<file path="config.mk">
export PLATFORM = sky130hd
export DESIGN_NAME = fscfe_top
export DESIGN_NICKNAME = d
export VERILOG_FILES = /design/src/include/fscfe_pkg.sv /design/src/core/fscfe_sync.sv /design/src/core/fscfe_shift.sv /design/src/core/fscfe_top.sv
export SDC_FILE = /design/constraint.sdc
export NUM_CORES = 1
export LEC_CHECK = 0
export BUFFER_PORTS_ARGS = -buffer_cell sky130_fd_sc_hd__buf_4
export CORE_MARGIN = 1.5
export CORE_UTILIZATION = 55
export DETAILED_ROUTE_END_ITERATION = 10
export PLACE_DENSITY = 0.84
export SYNTH_ARGS = -nofsm -noshare
export SYNTH_HDL_FRONTEND = slang
export SYNTH_SLANG_ARGS = --single-unit
export TNS_END_PERCENT = 30
</file>
<file path="constraint.sdc">
create_clock -name REF_CLK_I -period 4.7 [get_ports REF_CLK_I]
set_clock_uncertainty 0.1 [all_clocks]
set_input_delay 0.705 -clock REF_CLK_I [delete_from_list [all_inputs] [get_ports REF_CLK_I]]
set_output_delay 0.705 -clock REF_CLK_I [all_outputs]
set_load 0.005 [all_outputs]
</file>
<file path="src/include/fscfe_pkg.sv">
package fscfe_pkg;

  // ==========================================================
  // command codes
  localparam logic [7:0] LATCH_SET_CMD = 8'h06;
  localparam logic [7:0] LATCH_CLEAR_CMD = 8'h04;
  localparam logic [7:0] STATUS_READ_CMD = 8'h05;
  localparam logic [7:0] STATUS_WRITE_CMD = 8'h01;
  localparam logic [7:0] MEM_READ_CMD = 8'h03;
  localparam logic [7:0] MEM_WRITE_CMD = 8'h02;

  // ==========================================================
  // address layout
  localparam int ADDR_W = 13;
  localparam int ADDR_HI_W = ADDR_W - 8;

  // ==========================================================
  // status register layout
  localparam int WRITE_ENABLE_FLAG_BIT = 1;
  localparam int BP0_BIT = 2;
  localparam int BP1_BIT = 3;
  localparam int WPEN_BIT = 7;
  localparam logic [7:0] STATUS_RESET = 8'h00;
  // only the protect-enable and block-protect bits take written data
  localparam logic [7:0] STATUS_WRITE_MASK = 8'h8c;
  localparam logic [7:0] STATUS_ZERO_MASK = 8'h71;

  // ==========================================================
  // pin synchroniser
  localparam int SYNC_PINS = 3;

  typedef enum {
    ST_IDLE,
    ST_CMD,
    ST_ADDR_HI,
    ST_ADDR_LO,
    ST_DATA,
    ST_IGNORE
  } fscfe_state_t;

endpackage

</file>
<file path="src/core/fscfe_sync.sv">
`timescale 1ns/10ps
module fscfe_sync
  import fscfe_pkg::*;
(
  // clock and reset
  input wire logic clk_i,
  input wire logic rst_i,
  // asynchronous levels in, clean levels out
  input wire logic [fscfe_pkg::SYNC_PINS-1:0] d_i,
  output logic [fscfe_pkg::SYNC_PINS-1:0] q_o
);
  logic [SYNC_PINS-1:0] meta;

  // first stage feeds only the second; idle levels: select high, clock low
  always_ff @(posedge clk_i)
  begin
    if (rst_i)
    begin
      meta <= 3'h4;
      q_o <= 3'h4;
    end
    else
    begin
      meta <= d_i;
      q_o <= meta;
    end
  end
endmodule // fscfe_sync

</file>
<file path="src/core/fscfe_shift.sv">
`timescale 1ns/10ps
module fscfe_shift (
  // clock and reset
  input wire logic clk_i,
  input wire logic rst_i,
  // control
  input wire logic clr_i,
  input wire logic sample_i,
  input wire logic bit_i,
  // assembled byte
  output logic [7:0] byte_o,
  output logic done_o
);
  logic [2:0] cnt;

  always_ff @(posedge clk_i)
  begin
    if (rst_i || clr_i)
    begin
      cnt <= 3'h0;
      byte_o <= 8'h00;
      done_o <= 1'b0;
    end
    else
    begin
      done_o <= 1'b0;
      if (sample_i)
      begin
        byte_o <= {byte_o[6:0], bit_i};
        cnt <= cnt + 3'h1;
        done_o <= (cnt == 3'h7);
      end
    end
  end
endmodule // fscfe_shift

</file>
<file path="src/core/fscfe_top.sv">
// Contract
// - sample input on clock rise, change output on clock fall, both modes
// - clock level at select start picks mode 0 (low) or mode 3 (high)
// - in mode 3 the first rise after the clock went low carries bit one
// - while deselected, input is ignored and output is not driven
// - first eight bits after select are the command; address and data follow
// - one command per select; a new one needs a fresh select
// - all bytes travel most significant bit first, both directions
// - memory commands carry two address bytes; only the low 13 bits count
// - unknown command: do nothing, ignore input until reselect, output off
// - latch set is 06h, latch clear 04h, status read 05h
// - status write 01h, memory read 03h, memory write 02h; nothing else valid
// - write-enable flag clears at reset and sets on latch set command
// - status and memory writes are refused while the flag is clear
// - the data of a status write never changes the write-enable flag
// - flag clears at deselect ending latch clear, status write or memory write
// - status shows the flag; one means writes permitted
// - an 8-bit status register served by status read and status write
// - flag at status bit 1; bits 0 and 4 to 6 read zero
`timescale 1ns/10ps
module fscfe_top
  import fscfe_pkg::*;
(
  // clock and reset
  input wire logic REF_CLK_I,
  input wire logic RST_I,
  // serial link
  input wire logic CS_N_I,
  input wire logic SCK_I,
  input wire logic SI_I,
  output logic SO_O,
  output logic SO_OE_O,
  // memory array port
  output logic [fscfe_pkg::ADDR_W-1:0] MEM_ADDR_O,
  output logic [7:0] MEM_WDATA_O,
  output logic MEM_WR_O,
  output logic MEM_RD_O,
  input wire logic [7:0] MEM_RDATA_I,
  // status
  output logic [7:0] STATUS_O,
  output logic MODE3_O
);
  import fscfe_pkg::*;

  // ==========================================================
  // pin sampling and edge detection
  logic cs_s;
  logic sck_s;
  logic si_s;
  logic cs_d;
  logic sck_d;
  logic cs_fall;
  logic cs_rise;
  logic sck_rise;
  logic sck_fall;

  fscfe_sync u_sync (
    .clk_i(REF_CLK_I),
    .rst_i(RST_I),
    .d_i({CS_N_I, SCK_I, SI_I}),
    .q_o({cs_s, sck_s, si_s})
  );

  always_ff @(posedge REF_CLK_I)
  begin
    if (RST_I)
    begin
      cs_d <= 1'b1;
      sck_d <= 1'b0;
    end
    else
    begin
      cs_d <= cs_s;
      sck_d <= sck_s;
    end
  end

  assign cs_fall = cs_d && !cs_s;
  assign cs_rise = !cs_d && cs_s;
  assign sck_rise = !sck_d && sck_s;
  assign sck_fall = sck_d && !sck_s;

  // ==========================================================
  // mode detection
  // armed stays low in mode 3 until the clock has dropped once, so the
  // idle-high level at select is never mistaken for a first rising edge
  logic armed;

  always_ff @(posedge REF_CLK_I)
  begin
    if (RST_I)
    begin
      MODE3_O <= 1'b0;
      armed <= 1'b0;
    end
    else if (cs_fall)
    begin
      MODE3_O <= sck_s;
      armed <= !sck_s;
    end
    else if (sck_fall)
    begin
      armed <= 1'b1;
    end
  end

  // ==========================================================
  // receive shifter
  fscfe_state_t state;
  logic sample;
  logic [7:0] rx_byte;
  logic rx_done;

  // nothing is taken while deselected or after an unknown command
  assign sample = sck_rise && armed && !cs_s && !cs_fall
                  && (state != ST_IDLE) && (state != ST_IGNORE);

  fscfe_shift u_rx (
    .clk_i(REF_CLK_I),
    .rst_i(RST_I),
    .clr_i(cs_fall),
    .sample_i(sample),
    .bit_i(si_s),
    .byte_o(rx_byte),
    .done_o(rx_done)
  );

  // ==========================================================
  // command decode
  logic [7:0] opcode;
  logic cmd_seen;
  logic rx_valid_cmd;
  logic cmd_clears_flag;

  assign rx_valid_cmd = (rx_byte == LATCH_SET_CMD) || (rx_byte == LATCH_CLEAR_CMD)
                        || (rx_byte == STATUS_READ_CMD) || (rx_byte == STATUS_WRITE_CMD)
                        || (rx_byte == MEM_READ_CMD) || (rx_byte == MEM_WRITE_CMD);
  assign cmd_clears_flag = cmd_seen && ((opcode == LATCH_CLEAR_CMD) || (opcode == STATUS_WRITE_CMD)
                           || (opcode == MEM_WRITE_CMD));

  always_ff @(posedge REF_CLK_I)
  begin
    if (RST_I)
    begin
      state <= ST_IDLE;
    end
    else if (cs_s)
    begin
      state <= ST_IDLE;
    end
    else if (cs_fall)
    begin
      state <= ST_CMD;
    end
    else if (rx_done)
    begin
      unique case (state)
        ST_CMD:
        begin
          if (!rx_valid_cmd)
            state <= ST_IGNORE;
          else if ((rx_byte == MEM_READ_CMD) || (rx_byte == MEM_WRITE_CMD))
            state <= ST_ADDR_HI;
          else if ((rx_byte == STATUS_READ_CMD) || (rx_byte == STATUS_WRITE_CMD))
            state <= ST_DATA;
          else
            state <= ST_IGNORE;
        end
        ST_ADDR_HI: state <= ST_ADDR_LO;
        ST_ADDR_LO: state <= ST_DATA;
        ST_DATA: state <= ST_DATA;
        ST_IDLE: state <= ST_IDLE;
        ST_IGNORE: state <= ST_IGNORE;
        default: state <= ST_IGNORE;
      endcase
    end
  end

  // a second command byte inside one select is address or data, or is ignored after a latch or unknown command; it is never decoded
  always_ff @(posedge REF_CLK_I)
  begin
    if (RST_I || cs_fall)
    begin
      opcode <= 8'h00;
      cmd_seen <= 1'b0;
    end
    else if (rx_done && (state == ST_CMD))
    begin
      opcode <= rx_byte;
      cmd_seen <= rx_valid_cmd;
    end
  end

  // ==========================================================
  // status register
  logic status_done;

  always_ff @(posedge REF_CLK_I)
  begin
    if (RST_I || cs_fall)
      status_done <= 1'b0;
    else if (rx_done && (state == ST_DATA) && (opcode == STATUS_WRITE_CMD))
      status_done <= 1'b1;
  end

  // bits outside the write mask are never loaded from data; all of them but the flag hold zero for good
  always_ff @(posedge REF_CLK_I)
  begin
    if (RST_I)
    begin
      STATUS_O <= STATUS_RESET;
    end
    else
    begin
      if (rx_done && (state == ST_DATA) && (opcode == STATUS_WRITE_CMD) && !status_done
          && STATUS_O[WRITE_ENABLE_FLAG_BIT])
        STATUS_O <= (rx_byte & STATUS_WRITE_MASK) | (STATUS_O & ~STATUS_WRITE_MASK);
      if (cs_rise && cmd_clears_flag)
        STATUS_O[WRITE_ENABLE_FLAG_BIT] <= 1'b0;
      if (rx_done && (state == ST_CMD) && (rx_byte == LATCH_SET_CMD))
        STATUS_O[WRITE_ENABLE_FLAG_BIT] <= 1'b1;
    end
  end

  // ==========================================================
  // memory port
  // read data can land on the very fall that sends its first bit; the transmit side merges load and shift
  logic rd_wait;

  always_ff @(posedge REF_CLK_I)
  begin
    if (RST_I)
    begin
      MEM_ADDR_O <= '0;
      MEM_WDATA_O <= 8'h00;
      MEM_WR_O <= 1'b0;
      MEM_RD_O <= 1'b0;
      rd_wait <= 1'b0;
    end
    else
    begin
      MEM_WR_O <= 1'b0;
      MEM_RD_O <= 1'b0;
      rd_wait <= MEM_RD_O;
      if (MEM_WR_O || rd_wait)
        MEM_ADDR_O <= MEM_ADDR_O + 13'h0001;
      if (rx_done && !cs_s)
      begin
        unique case (state)
          ST_ADDR_HI:
            MEM_ADDR_O[ADDR_W-1:8] <= rx_byte[ADDR_HI_W-1:0];
          ST_ADDR_LO:
          begin
            MEM_ADDR_O[7:0] <= rx_byte;
            MEM_RD_O <= (opcode == MEM_READ_CMD);
          end
          ST_DATA:
          begin
            if ((opcode == MEM_WRITE_CMD) && STATUS_O[WRITE_ENABLE_FLAG_BIT])
            begin
              MEM_WDATA_O <= rx_byte;
              MEM_WR_O <= 1'b1;
            end
            MEM_RD_O <= (opcode == MEM_READ_CMD);
          end
          default: ;
        endcase
      end
    end
  end

  // ==========================================================
  // transmit shifter
  logic [7:0] tx;
  logic tx_on;
  logic load_status;

  assign load_status = rx_done && (((state == ST_CMD) && (rx_byte == STATUS_READ_CMD))
                       || ((state == ST_DATA) && (opcode == STATUS_READ_CMD)));

  always_ff @(posedge REF_CLK_I)
  begin
    if (RST_I)
    begin
      tx <= 8'h00;
      tx_on <= 1'b0;
      SO_O <= 1'b0;
      SO_OE_O <= 1'b0;
    end
    else if (cs_s)
    begin
      tx_on <= 1'b0;
      SO_OE_O <= 1'b0;
    end
    else
    begin
      if (load_status)
      begin
        tx <= STATUS_O;
        tx_on <= 1'b1;
      end
      else if (sck_fall && (tx_on || rd_wait))
      begin
        SO_O <= rd_wait ? MEM_RDATA_I[7] : tx[7];
        tx <= rd_wait ? {MEM_RDATA_I[6:0], 1'b0} : {tx[6:0], 1'b0};
        tx_on <= 1'b1;
        SO_OE_O <= 1'b1;
      end
      else if (rd_wait)
      begin
        tx <= MEM_RDATA_I;
        tx_on <= 1'b1;
      end
    end
  end
endmodule // fscfe_top

</file>
---- After elaboration in Yosys (flattened, before gate mapping) ----
Cells that the tools add are included.
W data, S select, Z words.
storage, ports and cells
  bits in registers ....................... 107
  input port bits ......................... 13
  output and inout port bits .............. 34
  word-level logic and storage cells ...... 135
operators by class
  add/sub/neg operators ................... 2
  equality and inequality tests ........... 19
  mux-type cells .......................... 24
  bitwise operators ....................... 7
  reduce and logical (&&, ||, !) cells .... 58
operators with widths
  operator                 number
  $eq A32 B2 Y1 const B    3
  $eq A8 B3 Y1 const B     5
  $mux W8                  5
  $eq A32 B1 Y1 const B    1
  $eq A32 B3 Y1 const B    1
  $eq A32 B4 Y1 const B    1
  $eq A8 B2 Y1 const B     4
  $logic_not A32 Y1        1
  $ne A32 B4 Y1 const B    1
  $reduce_bool A32 Y1      1
  $mux W13                 2
  $logic_and A1 B1 Y1      23
  $eq A8 B1 Y1 const B     2
  $add A13 B1 Y13 const B  1
  $logic_or A1 B1 Y1       13
  $mux W1                  12
  $pmux W3 S4              1
  $reduce_or A3 Y1         3
  $or A8 B7 Y8             1
  $logic_not A1 Y1         6
  $mux W3                  2
  $not A1 Y1               6
  $reduce_and A3 Y1        2
  $reduce_bool A3 Y1       2
  7 further kinds          11

---- Logic depth before layout (Yosys ltp) ----
Gate-level depths: netlist of the first run.
  word-level depth ........................ 10
  mapped depth ............................ 7
  mapped depth without buffers ............ 6

---- By module ----
A second synthesis of the first run with hierarchy kept.
second synthesis, totals
  cell total of the unflattened synthesis .. 389
  area, all modules ....................... 3412.0 um^2
by module, submodules not included
  module       times used  cells an instance  area each (um^2)  seq. area each (um^2)
  fscfe_top    1           336                2802.7            1121.1
  fscfe_shift  1           41                 451.7             240.2
  fscfe_sync   1           12                 157.7             120.1

---- Worst setup path after synthesis of the first run ----
No wires, ideal clock.
  path kind ............................... register to register
  start ................................... register u_rx.byte_o[4]
  end ..................................... register tx[7]
  library setup time ...................... 0.095 ns
  arrival ................................. 1.763 ns
  data required time ...................... 4.505 ns
  setup slack ............................. 2.742 ns
  cell stages (with the launch flop) ...... 6
  buffers on the path ..................... 0
  period minus slack after synthesis ...... 1.958 ns
  path through ............................ dfxtp_1 -> or4_4 -> nor4_4 -> nor2_2 -> mux2i_1 -> a221oi_1
between the ends
  longest elaborated chain between the ends .. 6
  elaborated cells between the ends (all ways) .. 7
  classes of those cells .................. eq/ne: 1; mux: 1; reduce/logical: 5
RTL lines
  element                       line               text
  start, declared               fscfe_shift.sv:11  output logic [7:0] byte_o,
  start signal, assigned        fscfe_shift.sv:29  byte_o <= {byte_o[6:0], bit_i};
  $eq A8 B3 Y1 *                fscfe_top.sv:278   assign load_status = rx_done && (((state == ST_CMD) && (rx_byte == STATUS_READ_CMD))
  $logic_and A1 B1 Y1 *         fscfe_top.sv:278
  $logic_or A1 B1 Y1 *          fscfe_top.sv:279   || ((state == ST_DATA) && (opcode == STATUS_READ_CMD)));
  $logic_and A1 B1 Y1 *         fscfe_top.sv:278
  $reduce_bool A3 Y1 (no line)  --
  $reduce_and A2 Y1 (no line)   --
  end signal, assigned          fscfe_top.sv:305   tx <= rd_wait ? {MEM_RDATA_I[6:0], 1'b0} : {tx[6:0], 1'b0};
  end, declared                 fscfe_top.sv:274   logic [7:0] tx;
Mark *: on every way between the ends. The rest lies on a longest branch, timed or not.
A chain may end at the register's enable or synchronous reset.

---- Worst setup path after layout of the first run ----
  start ................................... register sck_d
  end ..................................... register SO_O
between the ends
  longest elaborated chain between the ends .. 3
RTL lines
  element                      line              text
  start, declared              fscfe_top.sv:51   logic sck_d;
  start signal, assigned       fscfe_top.sv:74   sck_d <= sck_s;
  $logic_and A1 B1 Y1          fscfe_top.sv:81   assign sck_fall = sck_d && !sck_s;
  $logic_and A1 B1 Y1          fscfe_top.sv:302  else if (sck_fall && (tx_on || rd_wait))
  $reduce_and A3 Y1 (no line)  --
  end signal, assigned         fscfe_top.sv:304  SO_O <= rd_wait ? MEM_RDATA_I[7] : tx[7];
  end, declared                fscfe_top.sv:31   output logic SO_O,
Every way passes these cells.

==> results of run 1 <==
==> area by class of cell <==
type | instances | area [µm²] | share of cell area (%)
Multi-Input combinational cell | 267 | 1680 | 44.1
Clock inverter | 6 | 42.5 | 1.12
Inverter | 11 | 41.3 | 1.09
Clock buffer | 10 | 138 | 3.62
Sequential cell | 74 | 1480 | 38.9
Tap cell | 75 | 93.8 | 2.47
Timing Repair Buffer | 44 | 330 | 8.68
==> cell families (layout without fill, tap and decap cells) <==
kind of cell	count (synthesis)	count (layout)	synth area share (%)
simple gates	149	149	23.0
other cells	1	4	0.113
fa+ha+maj	3	3	1.13
compound gates	65	65	12.7
xor+xnor	15	15	3.97
buf+inv	37	71	5.02
flops	74	74	44.7
mux	31	31	9.37
==> cells in the final DEF, fill, tap and decap left out, types with 6 or more instances in the layout <==
cell type,n
nor2b_1,14
nand2b_1,7
nor3_1,9
a21oi_1,22
xnor2_1,6
nor2_1,51
a211oi_1,12
xor2_1,9
clkbuf_8,10
dfxtp_1,74
nand2_1,33
inv_1,11
mux2i_1,31
o21ai_0,10
buf_4,44
==> Yosys cell counts, types with 7 or more instances <==
cell / instances / area share (%)
nand2_1: 33 / 3.7
dfxtp_1: 74 / 45
nand2b_1: 7 / 1.3
xor2_1: 9 / 2.4
nor3_1: 9 / 1.4
nor2b_1: 14 / 2.6
a21oi_1: 22 / 3.3
mux2i_1: 31 / 9.4
inv_1: 11 / 1.2
a211oi_1: 12 / 2.7
clkbuf_1: 15 / 1.7
nor2_1: 51 / 5.8
o21ai_0: 10 / 1.5
==> metrics by stage <==
step,hold WS [ns],utilization (%),instance area (µm²),worst slack [ns],std cells
4_1_cts,0.326,65.0,3800,2.36,487
3_3_place_gp,0.298,61.9,3620,2.32,471
5_1_grt,0.343,65.0,3800,2.14,487
6_report,0.324,65.0,3800,2.37,487
2_1_floorplan,0.289,-,3320,2.74,378
3_5_place_dp,0.304,61.9,3620,2.24,471
==> power breakdown <==
| group | switching, mW | internal [mW] | total [mW] |
|---|---|---|---|
| combinational | 0.0155 | 0.0101 | 0.0257 |
| clock | 0.242 | 0.206 | 0.448 |
| sequential | 0.00252 | 0.630 | 0.632 |
| total | 0.260 | 0.846 | 1.11 |
==> worst max path at each step <==
| stage | to | slack (ns) | from |
|---|---|---|---|
| floorplan | tx[7]$_SDFFE_PP0P_ | 2.74 | u_rx.byte_o[4]$_SDFFE_PP0P_ |
| global placement | u_rx.cnt[0]$_SDFFE_PP0P_ | 2.32 | RST_I |
| detailed placement | u_rx.byte_o[4]$_SDFFE_PP0P_ | 2.24 | RST_I |
| CTS | MEM_WDATA_O[0]$_SDFFE_PP0P_ | 2.36 | opcode[3]$_SDFFE_PP0P_ |
| global route | SO_O$_SDFFE_PP0P_ | 2.14 | sck_d$_SDFF_PP0_ |
| finish | SO_O$_SDFFE_PP0P_ | 2.37 | sck_d$_SDFF_PP0_ |
==> registers in the layout (all words and copies together), names as in the netlist, 4 cells and up <==
name and flops:
MEM_ADDR_O 13, MEM_WDATA_O 8, opcode 8, tx 8
u_rx.byte_o 8, STATUS_O 4
==> critical path: cells and delay by family (launching register included) <==
kind             cells  cell delay, ns
DFF                  1            0.35
muxes                1            0.23
and+or+nand+nor      4            1.53
==> routing by layer <==
| metal | share of wire (%) | vias up | GRT usage (%) |
|---|---|---|---|
| met3 | 5.9 | 9 | 6.82 |
| li1 | - | 1360 | - |
| met4 | 0.96 | 0 | 6.21 |
| met5 | 0 | - | 0 |
| met2 | 48 | 81 | 41.7 |
| met1 | 45 | 1246 | 26.8 |
==> run_results.csv, run 1 <==
group,metric,value,unit
synth,ys_ff_latch,74,
sta,fin_crit_sh,49.6,%
grt,grt_pass1_vias,2499,
floorplanning,die_area,6500,µm²
worst_setup_path,crit_top_cell,"nor2b_1",
hold_path,hp-class,"reg2reg",
cts,tritoncts,"yes",
final_layout,n_antenna_cell,0,
worst_setup_path,cp_max_fo,10,
pwr,p_leak,1.55,nW
pwr,powerDensity,291,nW/µm²
drt,routedWlPerCell,14.5,µm
final_layout,nNetsFinal,423,
worst_setup_path,critPathLaunchType,"flip-flop",
pwr,irDropWorstVdd,0.257,mV
cts,htreeDepth,3,
place,gp_congestion,0.808,
cts,cts_sinks,74,
sta,worst_pin_slew,1.16,ns
place,dp_hpwl,4.75,mm
hold_path,min_from,"u_sync.meta[2]$_SDFF_PP1_",
cts,post_cts_resized,0,
pwr,power,1.11,mW
worst_setup_path,r2r-start,"sck_d$_SDFF_PP0_",
hold_path,min_to,"u_sync.q_o[2]$_SDFF_PP1_",
worst_setup_path,max_stage_delay,0.58,ns
worst_setup_path,crit_chain,"nor2b_1, nor2b_1, nor4b_1, mux2i_1, nor2_1",
floorplanning,start_util,56.6,%
grt,track_usage,23.3,%
sta,slew_headroom,22.3,%
drt,antenna_left,0,
worst_setup_path,cp.arrival,2.46,ns
sta,finalHoldViolations,0,
drt,avgViaCountPerCell,5.54,
sta,final.setup.tns,0,ns
worst_setup_path,reg2regPathDepth,5,
cts,postCtsSetupRepairBufs,0,
worst_setup_path,critical_path_class,"reg2reg",
synth,seq_area_frac_synth,44.7,%
cts,path_clk_slew,0.08,ns
synth,syn_inst,375,
final_layout,drive_gt1_share,16.7,%
outcome,status,"finished, final reports clean",
sta,finalCriticalPeriod,2.33,ns
sta,fmax,0.429,GHz
worst_setup_path,r2r_setup_slack,2.37,ns
synth,syn_area,3310,µm²
sta,rsz0062_at_grt,"false",
drt,wirelength,7.06,mm
cts,clk_latency,0.35,ns
sta,finalSetupViolCount,0,
cts,cts-root-buf,"clkbuf_8",
synth,synth_ff_type,"dfxtp_1",
drt,drc,0,
place,port_buffers,42,
grt,antenna_found_initial,0,
sta,slew_violations,0,
grt,grt_pass1_wl,11.6,mm
floorplanning,row_count,28,
cts,hold_buffers,0,
grt,grt_max_degree,48,
grt,overflow,0,
drt,drt_iter0_drc,151,
final_layout,fillers,484,
worst_setup_path,slowest_stage,"nor2b_1",
final_layout,area_delta_synth_final,14.8,%
synth,ys_warn_count,0,
drt,vias,2696,
floorplanning,core,5850,µm²
floorplanning,die_h,80.6,µm
floorplanning,io_pins,47,
worst_setup_path,cp.required,4.83,ns
job,drv_cap,0,
worst_setup_path,end_kind,"flip-flop",
floorplanning,die_w,80.6,µm
synth,synthArstFlopShare,0,%
drt,dr.pass1.iters,4,
synth,ys_types,53,
hold_path,worstHoldPathCells,1,
worst_setup_path,reg2reg_to,"SO_O$_SDFFE_PP0P_",
cts,max-clock-path-buffers,2,
cts,numCtsBuffers,9,
synth,synth_edf_count,0,
synth,syn_avg_cell_area,8.84,µm²
No activity file was read; power rests on OpenSTA's default activity.
==> run 2: changes to the inputs <==
==> constraint.sdc (replaced) <==
create_clock -name REF_CLK_I -period 2.2 [get_ports REF_CLK_I]
set_clock_uncertainty 0.1 [all_clocks]
set_input_delay 0.33 -clock REF_CLK_I [delete_from_list [all_inputs] [get_ports REF_CLK_I]]
set_output_delay 0.33 -clock REF_CLK_I [all_outputs]
set_load 0.005 [all_outputs]
==> run 2 against run 1 <==
Sequential power increased by 110%. Core utilization increased by 3.0 points. Wire length increased by 5.9%. Sequential share of layout area decreased by 1.7 points. Worst setup slack got worse by 2.3 ns. Clock power increased to 2.7 times the previous value. Cell count increased by 2.9%. Flip-flop and latch count unchanged. Maximum frequency increased by 9.6%.
==> run_results.csv, run 2 (same netlist as run 1, synthesis figures left out) <==
group,metric,value,unit
grt,track_usage,25.3,%
grt,grt_pass1_vias,2640,
final_layout,nNetsFinal,437,
grt,overflow,0,
hold_path,hp-class,"in2reg",
floorplanning,die_w,80.6,µm
sta,fmax,0.470,GHz
floorplanning,start_util,56.6,%
worst_setup_path,cp-startpoint,"u_rx.byte_o[5]$_SDFFE_PP0P_",
pwr,powerDensity,653,nW/µm²
drt,drt_iter0_drc,188,
drt,routedWlPerCell,14.9,µm
cts,tritoncts,"yes",
cts,cts-root-buf,"clkbuf_8",
worst_setup_path,critPathLaunchType,"flip-flop",
sta,finalCriticalPeriod,2.13,ns
grt,antenna_found_initial,0,
final_layout,top_register,"MEM_ADDR_O",
sta,worst_slack,0.0710,ns
sta,slew_violations,0,
hold_path,min_from,"CS_N_I",
sta,rsz0062_at_grt,"false",
place,dp_hpwl,5.10,mm
final_layout,n_antenna_cell,0,
sta,finalHoldViolations,0,
cts,htreeDepth,3,
final_layout,drive_gt1_share,19.5,%
sta,hold_slack,0.0749,ns
floorplanning,core,5850,µm²
final_layout,final_common_cell,"dfxtp_1",
final_layout,final_cell_mix,"dfxtp_1 (74), buf_4 (57), nor2_1 (51), nand2_1 (33), mux2i_1 (31)",
worst_setup_path,r2r-start,"u_rx.byte_o[5]$_SDFFE_PP0P_",
grt,grt_max_degree,48,
place,port_buffers,42,
worst_setup_path,cp.required,2.35,ns
sta,worst_pin_slew,0.641,ns
worst_setup_path,cp_max_fo,10,
drt,drc,0,
drt,dr.pass1.iters,4,
floorplanning,row_count,28,
drt,vias,2765,
worst_setup_path,critical-path-top-delay-family,"simple AND/OR/NAND/NOR gates",
place,gp_congestion,0.855,
sta,slew_headroom,57.0,%
cts,path_clk_slew,0.08,ns
cts,max-clock-path-buffers,2,
cts,clk_latency,0.34,ns
final_layout,area_delta_synth_final,20.0,%
floorplanning,die_h,80.6,µm
worst_setup_path,end_kind,"flip-flop",
job,drv_cap,0,
cts,cts_sinks,74,
sta,final.setup.tns,0,ns
place,dp_slack,0.131,ns
worst_setup_path,critical_path_class,"reg2reg",
pwr,irDropWorstVdd,0.615,mV
cts,numCtsBuffers,9,
sta,fin_crit_sh,96.8,%
pwr,p_leak,1.65,nW
grt,grt_pass1_wl,12.5,mm
worst_setup_path,crit_chain,"or4_4, nor4_4, nor2_2, mux2i_1, a221oi_2",
worst_setup_path,cp.arrival,2.28,ns
worst_setup_path,crit_buf_inv,0,
pwr,power,2.60,mW
outcome,status,"finished, final reports clean",
worst_setup_path,r2r_setup_slack,0.07,ns
worst_setup_path,max_stage_delay,0.55,ns
drt,avgViaCountPerCell,5.52,
cts,hold_buffers,0,
floorplanning,die_area,6500,µm²
drt,antenna_left,0,
floorplanning,io_pins,47,
sta,finalSetupViolCount,0,
worst_setup_path,slowest_stage,"or4_4",
drt,wirelength,7.47,mm
final_layout,largest_register_ffs,13,
==> run 2: cell count changes in the layout (fill, tap and decap cells not counted), sizes merged <==
| cell | change |
|---|---|
| clkbuf | +2 |
| buf | +14 |
| clkinvlp | -2 |
| bufinv | +2 |
| clkinv | -2 |
==> run 2: area by class of cell <==
class	instances	area (µm²)
Tap cell	75	93.8
Inverter	11	41.3
Clock buffer	12	155
Clock inverter	4	73.8
Multi-Input combinational cell	267	1680
Sequential cell	74	1480
Timing Repair Buffer	58	448
Fill cell	464	1870
==> run 2: power breakdown <==
part	switching, mW	internal (mW)	total, mW
registers	0.00577	1.35	1.35
clock network	0.487	0.701	1.19
logic	0.0337	0.0237	0.0574
==> run 2: path summary, 6_finish.rpt <==
check                                            endpoint  cells after the start
worst max-delay path                   tx[1]$_SDFFE_PP0P_                      5
worst min-delay path            u_sync.meta[2]$_SDFF_PP1_                      2
worst max register to register         tx[1]$_SDFFE_PP0P_                      5
worst min register to register   u_sync.q_o[2]$_SDFF_PP1_                      1
==> run 2: routing by layer <==
layer	global-route usage (%)	wire length [µm]	part of all wire, %	vias to the layer above
met5	0	0	0	-
met4	9.48	121	1.6	0
met3	7.61	450	6.0	13
met2	42.4	3630	49	70
met1	30.3	3280	44	1301
li1	-	-	-	1381
==> run 2: what timing repair did <==
| item | in CTS | in global routing |
|---|---|---|
| setup endpoints to repair | 0 | 1 |
| buffers inserted | 0 | 0 |
| gates resized for setup | 0 | 1 |
==> run 2: worst register-to-register path, stage by stage (launching register included) <==
cell and delay, ns:
dfxtp_1 0.36, or4_4 0.55, nor4_4 0.37, nor2_2 0.19, mux2i_1 0.18, a221oi_2 0.29
==> run 2: per-stage QoR <==
| step | instance area, µm² | instances | util (%) |
|---|---|---|---|
| detailed placement | 3740 | 485 | 63.9 |
| global placement | 3740 | 485 | 63.9 |
| finish | 3980 | 501 | 68.0 |
| global route | 3980 | 501 | 68.0 |
| CTS | 3970 | 501 | 67.9 |
| floorplan | 3320 | 378 | - |
==> run 3: changes to the inputs <==
--- a/config.mk
+++ b/config.mk
@@ -6,11 +6,14 @@
 export NUM_CORES = 1
 export LEC_CHECK = 0
 export BUFFER_PORTS_ARGS = -buffer_cell sky130_fd_sc_hd__buf_4
+export CELL_PAD_IN_SITES_DETAIL_PLACEMENT = 1
+export CELL_PAD_IN_SITES_GLOBAL_PLACEMENT = 1
 export CORE_MARGIN = 1.5
-export CORE_UTILIZATION = 55
+export CORE_UTILIZATION = 43
 export DETAILED_ROUTE_END_ITERATION = 10
-export PLACE_DENSITY = 0.84
+export PLACE_DENSITY = 0.86
 export SYNTH_ARGS = -nofsm -noshare
 export SYNTH_HDL_FRONTEND = slang
+export SYNTH_HIERARCHICAL = 1
 export SYNTH_SLANG_ARGS = --single-unit
 export TNS_END_PERCENT = 30
==> constraint.sdc (replaced) <==
create_clock -name REF_CLK_I -period 2.1 [get_ports REF_CLK_I]
set_clock_uncertainty 0.1 [all_clocks]
set_input_delay 0.315 -clock REF_CLK_I [delete_from_list [all_inputs] [get_ports REF_CLK_I]]
set_output_delay 0.315 -clock REF_CLK_I [all_outputs]
set_load 0.005 [all_outputs]
==> run 3 against run 2 <==
Core utilization fell by 15 points. Total power is 4.9% higher. Highest routed layer unchanged. First-iteration DRC count fell by 38%. Worst hold slack worse by 0.037 ns. Largest power group unchanged. Die area grew 30%. Register-to-register slack better by 0.05 ns. Sequential share of layout area decreased by 0.70 points. Synthesized cell count rose by 3.7%. Flip-flop and latch count did not move. Cell count rose by 7.2%.
==> run_results.csv, run 3 <==
group,metric,value,unit
sta,fin_crit_sh,94.1,%
worst_setup_path,critPathLaunchType,"flip-flop",
cts,htreeDepth,3,
drt,wirelength,9.37,mm
cts,tritoncts,"yes",
synth,yosys.area.top_type,"dfxtp_1",
grt,gr-usage-met2,42.6,%
worst_setup_path,cp.required,2.24,ns
place,gp_congestion,0.867,
sta,slew_violations,0,
cts,post_cts_resized,0,
pwr,powerDensity,673,nW/µm²
grt,grt_max_degree,31,
final_layout,top_register,"MEM_ADDR_O",
final_layout,final_cell_mix,"dfxtp_1 (74), buf_4 (59), nor2_1 (56), nand2_1 (40), mux2i_1 (32)",
worst_setup_path,reg2regPathDepth,4,
synth,synth_ff_type,"dfxtp_1",
synth,synth_top_cell_area_share,43.4,%
grt,busiest_layer,"met2",
cts,hold_buffers,0,
synth,synthArstFlopShare,0,%
cts,path_clk_slew,0.08,ns
floorplanning,die_h,92.1,µm
drt,dr.pass1.iters,4,
floorplanning,die_area,8480,µm²
synth,ys_top_cells_by_area,"dfxtp_1 (43%), mux2i_1 (9.4%), nor2_1 (6.2%)",
grt,grt_pass1_wl,15.5,mm
cts,cts-root-buf,"clkbuf_8",
worst_setup_path,cp-startpoint,"u_rx/done_o$_SDFF_PP0_",
grt,grt_pass1_vias,3164,
synth,synth_edf_count,0,
worst_setup_path,cp_max_fo,15,
grt,track_usage,23.5,%
sta,final.setup.tns,0,ns
place,port_buffers,42,
pwr,irDropWorstVdd,0.276,mV
grt,grt_util_met3,4.56,%
synth,syn_inst,389,
grt,grtUsageMet1,27.2,%
floorplanning,die_w,92.1,µm
synth,synthMostInstantiatedCell,"dfxtp_1",
worst_setup_path,end_kind,"flip-flop",
job,drv_cap,0,
final_layout,nNetsFinal,448,
worst_setup_path,critical_path_class,"reg2reg",
grt,overflow,0,
synth,ys_warn_count,6,
synth,synth_common_cells,"dfxtp_1 (74), nor2_1 (56), nand2_1 (40)",
synth,syn_avg_cell_area,8.77,µm²
drt,drc,0,
worst_setup_path,cp.arrival,2.11,ns
cts,numCtsBuffers,9,
floorplanning,io_pins,47,
drt,vias,2995,
drt,drt_iter0_drc,117,
floorplanning,core,7690,µm²
floorplanning,row_count,32,
hold_path,worstHoldPathCells,2,
worst_setup_path,max_stage_delay,0.66,ns
sta,slew_headroom,61.6,%
worst_setup_path,crit_chain,"nand3_1, or3b_1, mux2i_1, nor2_1",
sta,rsz0062_at_grt,"false",
cts,cts_sinks,74,
final_layout,area_delta_synth_final,18.8,%
final_layout,drive_gt1_share,18.4,%
outcome,status,"finished, final reports clean",
drt,routedWlPerCell,17.4,µm
pwr,p_leak,1.57,nW
cts,max-clock-path-buffers,2,
grt,antenna_found_initial,0,
sta,fmax,0.506,GHz
synth,syn_area,3410,µm²
worst_setup_path,slowest_stage,"or3b_1",
drt,antenna_left,0,
final_layout,final_common_cell,"dfxtp_1",
sta,finalCriticalPeriod,1.98,ns
final_layout,largest_register_ffs,13,
worst_setup_path,r2r-start,"u_rx/done_o$_SDFF_PP0_",
hold_path,min_from,"CS_N_I",
floorplanning,start_util,44.4,%
hold_path,hp-class,"in2reg",
drt,avgViaCountPerCell,5.58,
final_layout,n_antenna_cell,0,
cts,clk_latency,0.36,ns
synth,seq_area_frac_synth,43.4,%
sta,hold_slack,0.0383,ns
synth,ys_ff_latch,74,
place,dp_hpwl,6.53,mm
cts,postCtsSetupRepairBufs,0,
synth,ys_types,48,
sta,worst_pin_slew,0.575,ns
sta,finalSetupViolCount,0,
sta,finalHoldViolations,0,
[run 3: cell type report]
type | count | area, µm²
Sequential cell | 74 | 1480
Clock buffer | 9 | 124
Multi-Input combinational cell | 283 | 1780
Clock inverter | 5 | 81.3
Inverter | 5 | 18.8
Timing Repair Buffer | 59 | 443
Fill cell | 945 | 3630
Tap cell | 102 | 128
[run 3: final timing paths]
kind / endpoint / slack, ns
worst min register to register: u_sync/q_o[2]$_SDFF_PP1_ / 0.33
worst max-delay path: MEM_ADDR_O[0]$_SDFF_PP0_ / 0.12
worst max register to register: MEM_ADDR_O[0]$_SDFF_PP0_ / 0.12
worst min-delay path: u_sync/meta[2]$_SDFF_PP1_ / 0.04
[run 3: where the power goes]
| group | internal [mW] | switching [mW] |
|---|---|---|
| clock | 0.655 | 0.542 |
| combinational | 0.0399 | 0.0527 |
| sequential | 1.42 | 0.0150 |
| total | 2.12 | 0.610 |
[run 3: per-stage QoR]
step	cell area, µm²	util, %	instances	power, mW	setup WS, ns
after CTS	4050	52.7	537	2.74	0.144
after floorplan	3420	-	392	1.53	0.209
after global routing	4050	52.7	537	2.82	0.0221
final	4050	52.7	537	2.73	0.124
after global placement	3850	50.0	523	1.56	0.240
after detailed placement	3850	50.0	523	1.56	0.194
[run 3: critical path, delay by kind of cell, from the launching register on]
family           cells  cell delay, ns
multiplexers         1            0.33
flip-flops           1            0.49
AND/OR/NAND/NOR      3            0.94
[run 3: logic make-up after synthesis]
group	count (synthesis)	synth area share [%]
simple gates	167	25.0
flops	74	43.4
compound gates	62	12.1
buf+inv	35	4.99
mux	32	9.39
xor+xnor	15	3.85
fa+ha+maj	3	1.10
other cells	1	0.110
[run 3: per-layer routing]
metal	wire, µm	part of all wire [%]
met4	135	1.4
met2	4870	52
met3	299	3.2
met5	0	0
met1	4060	43
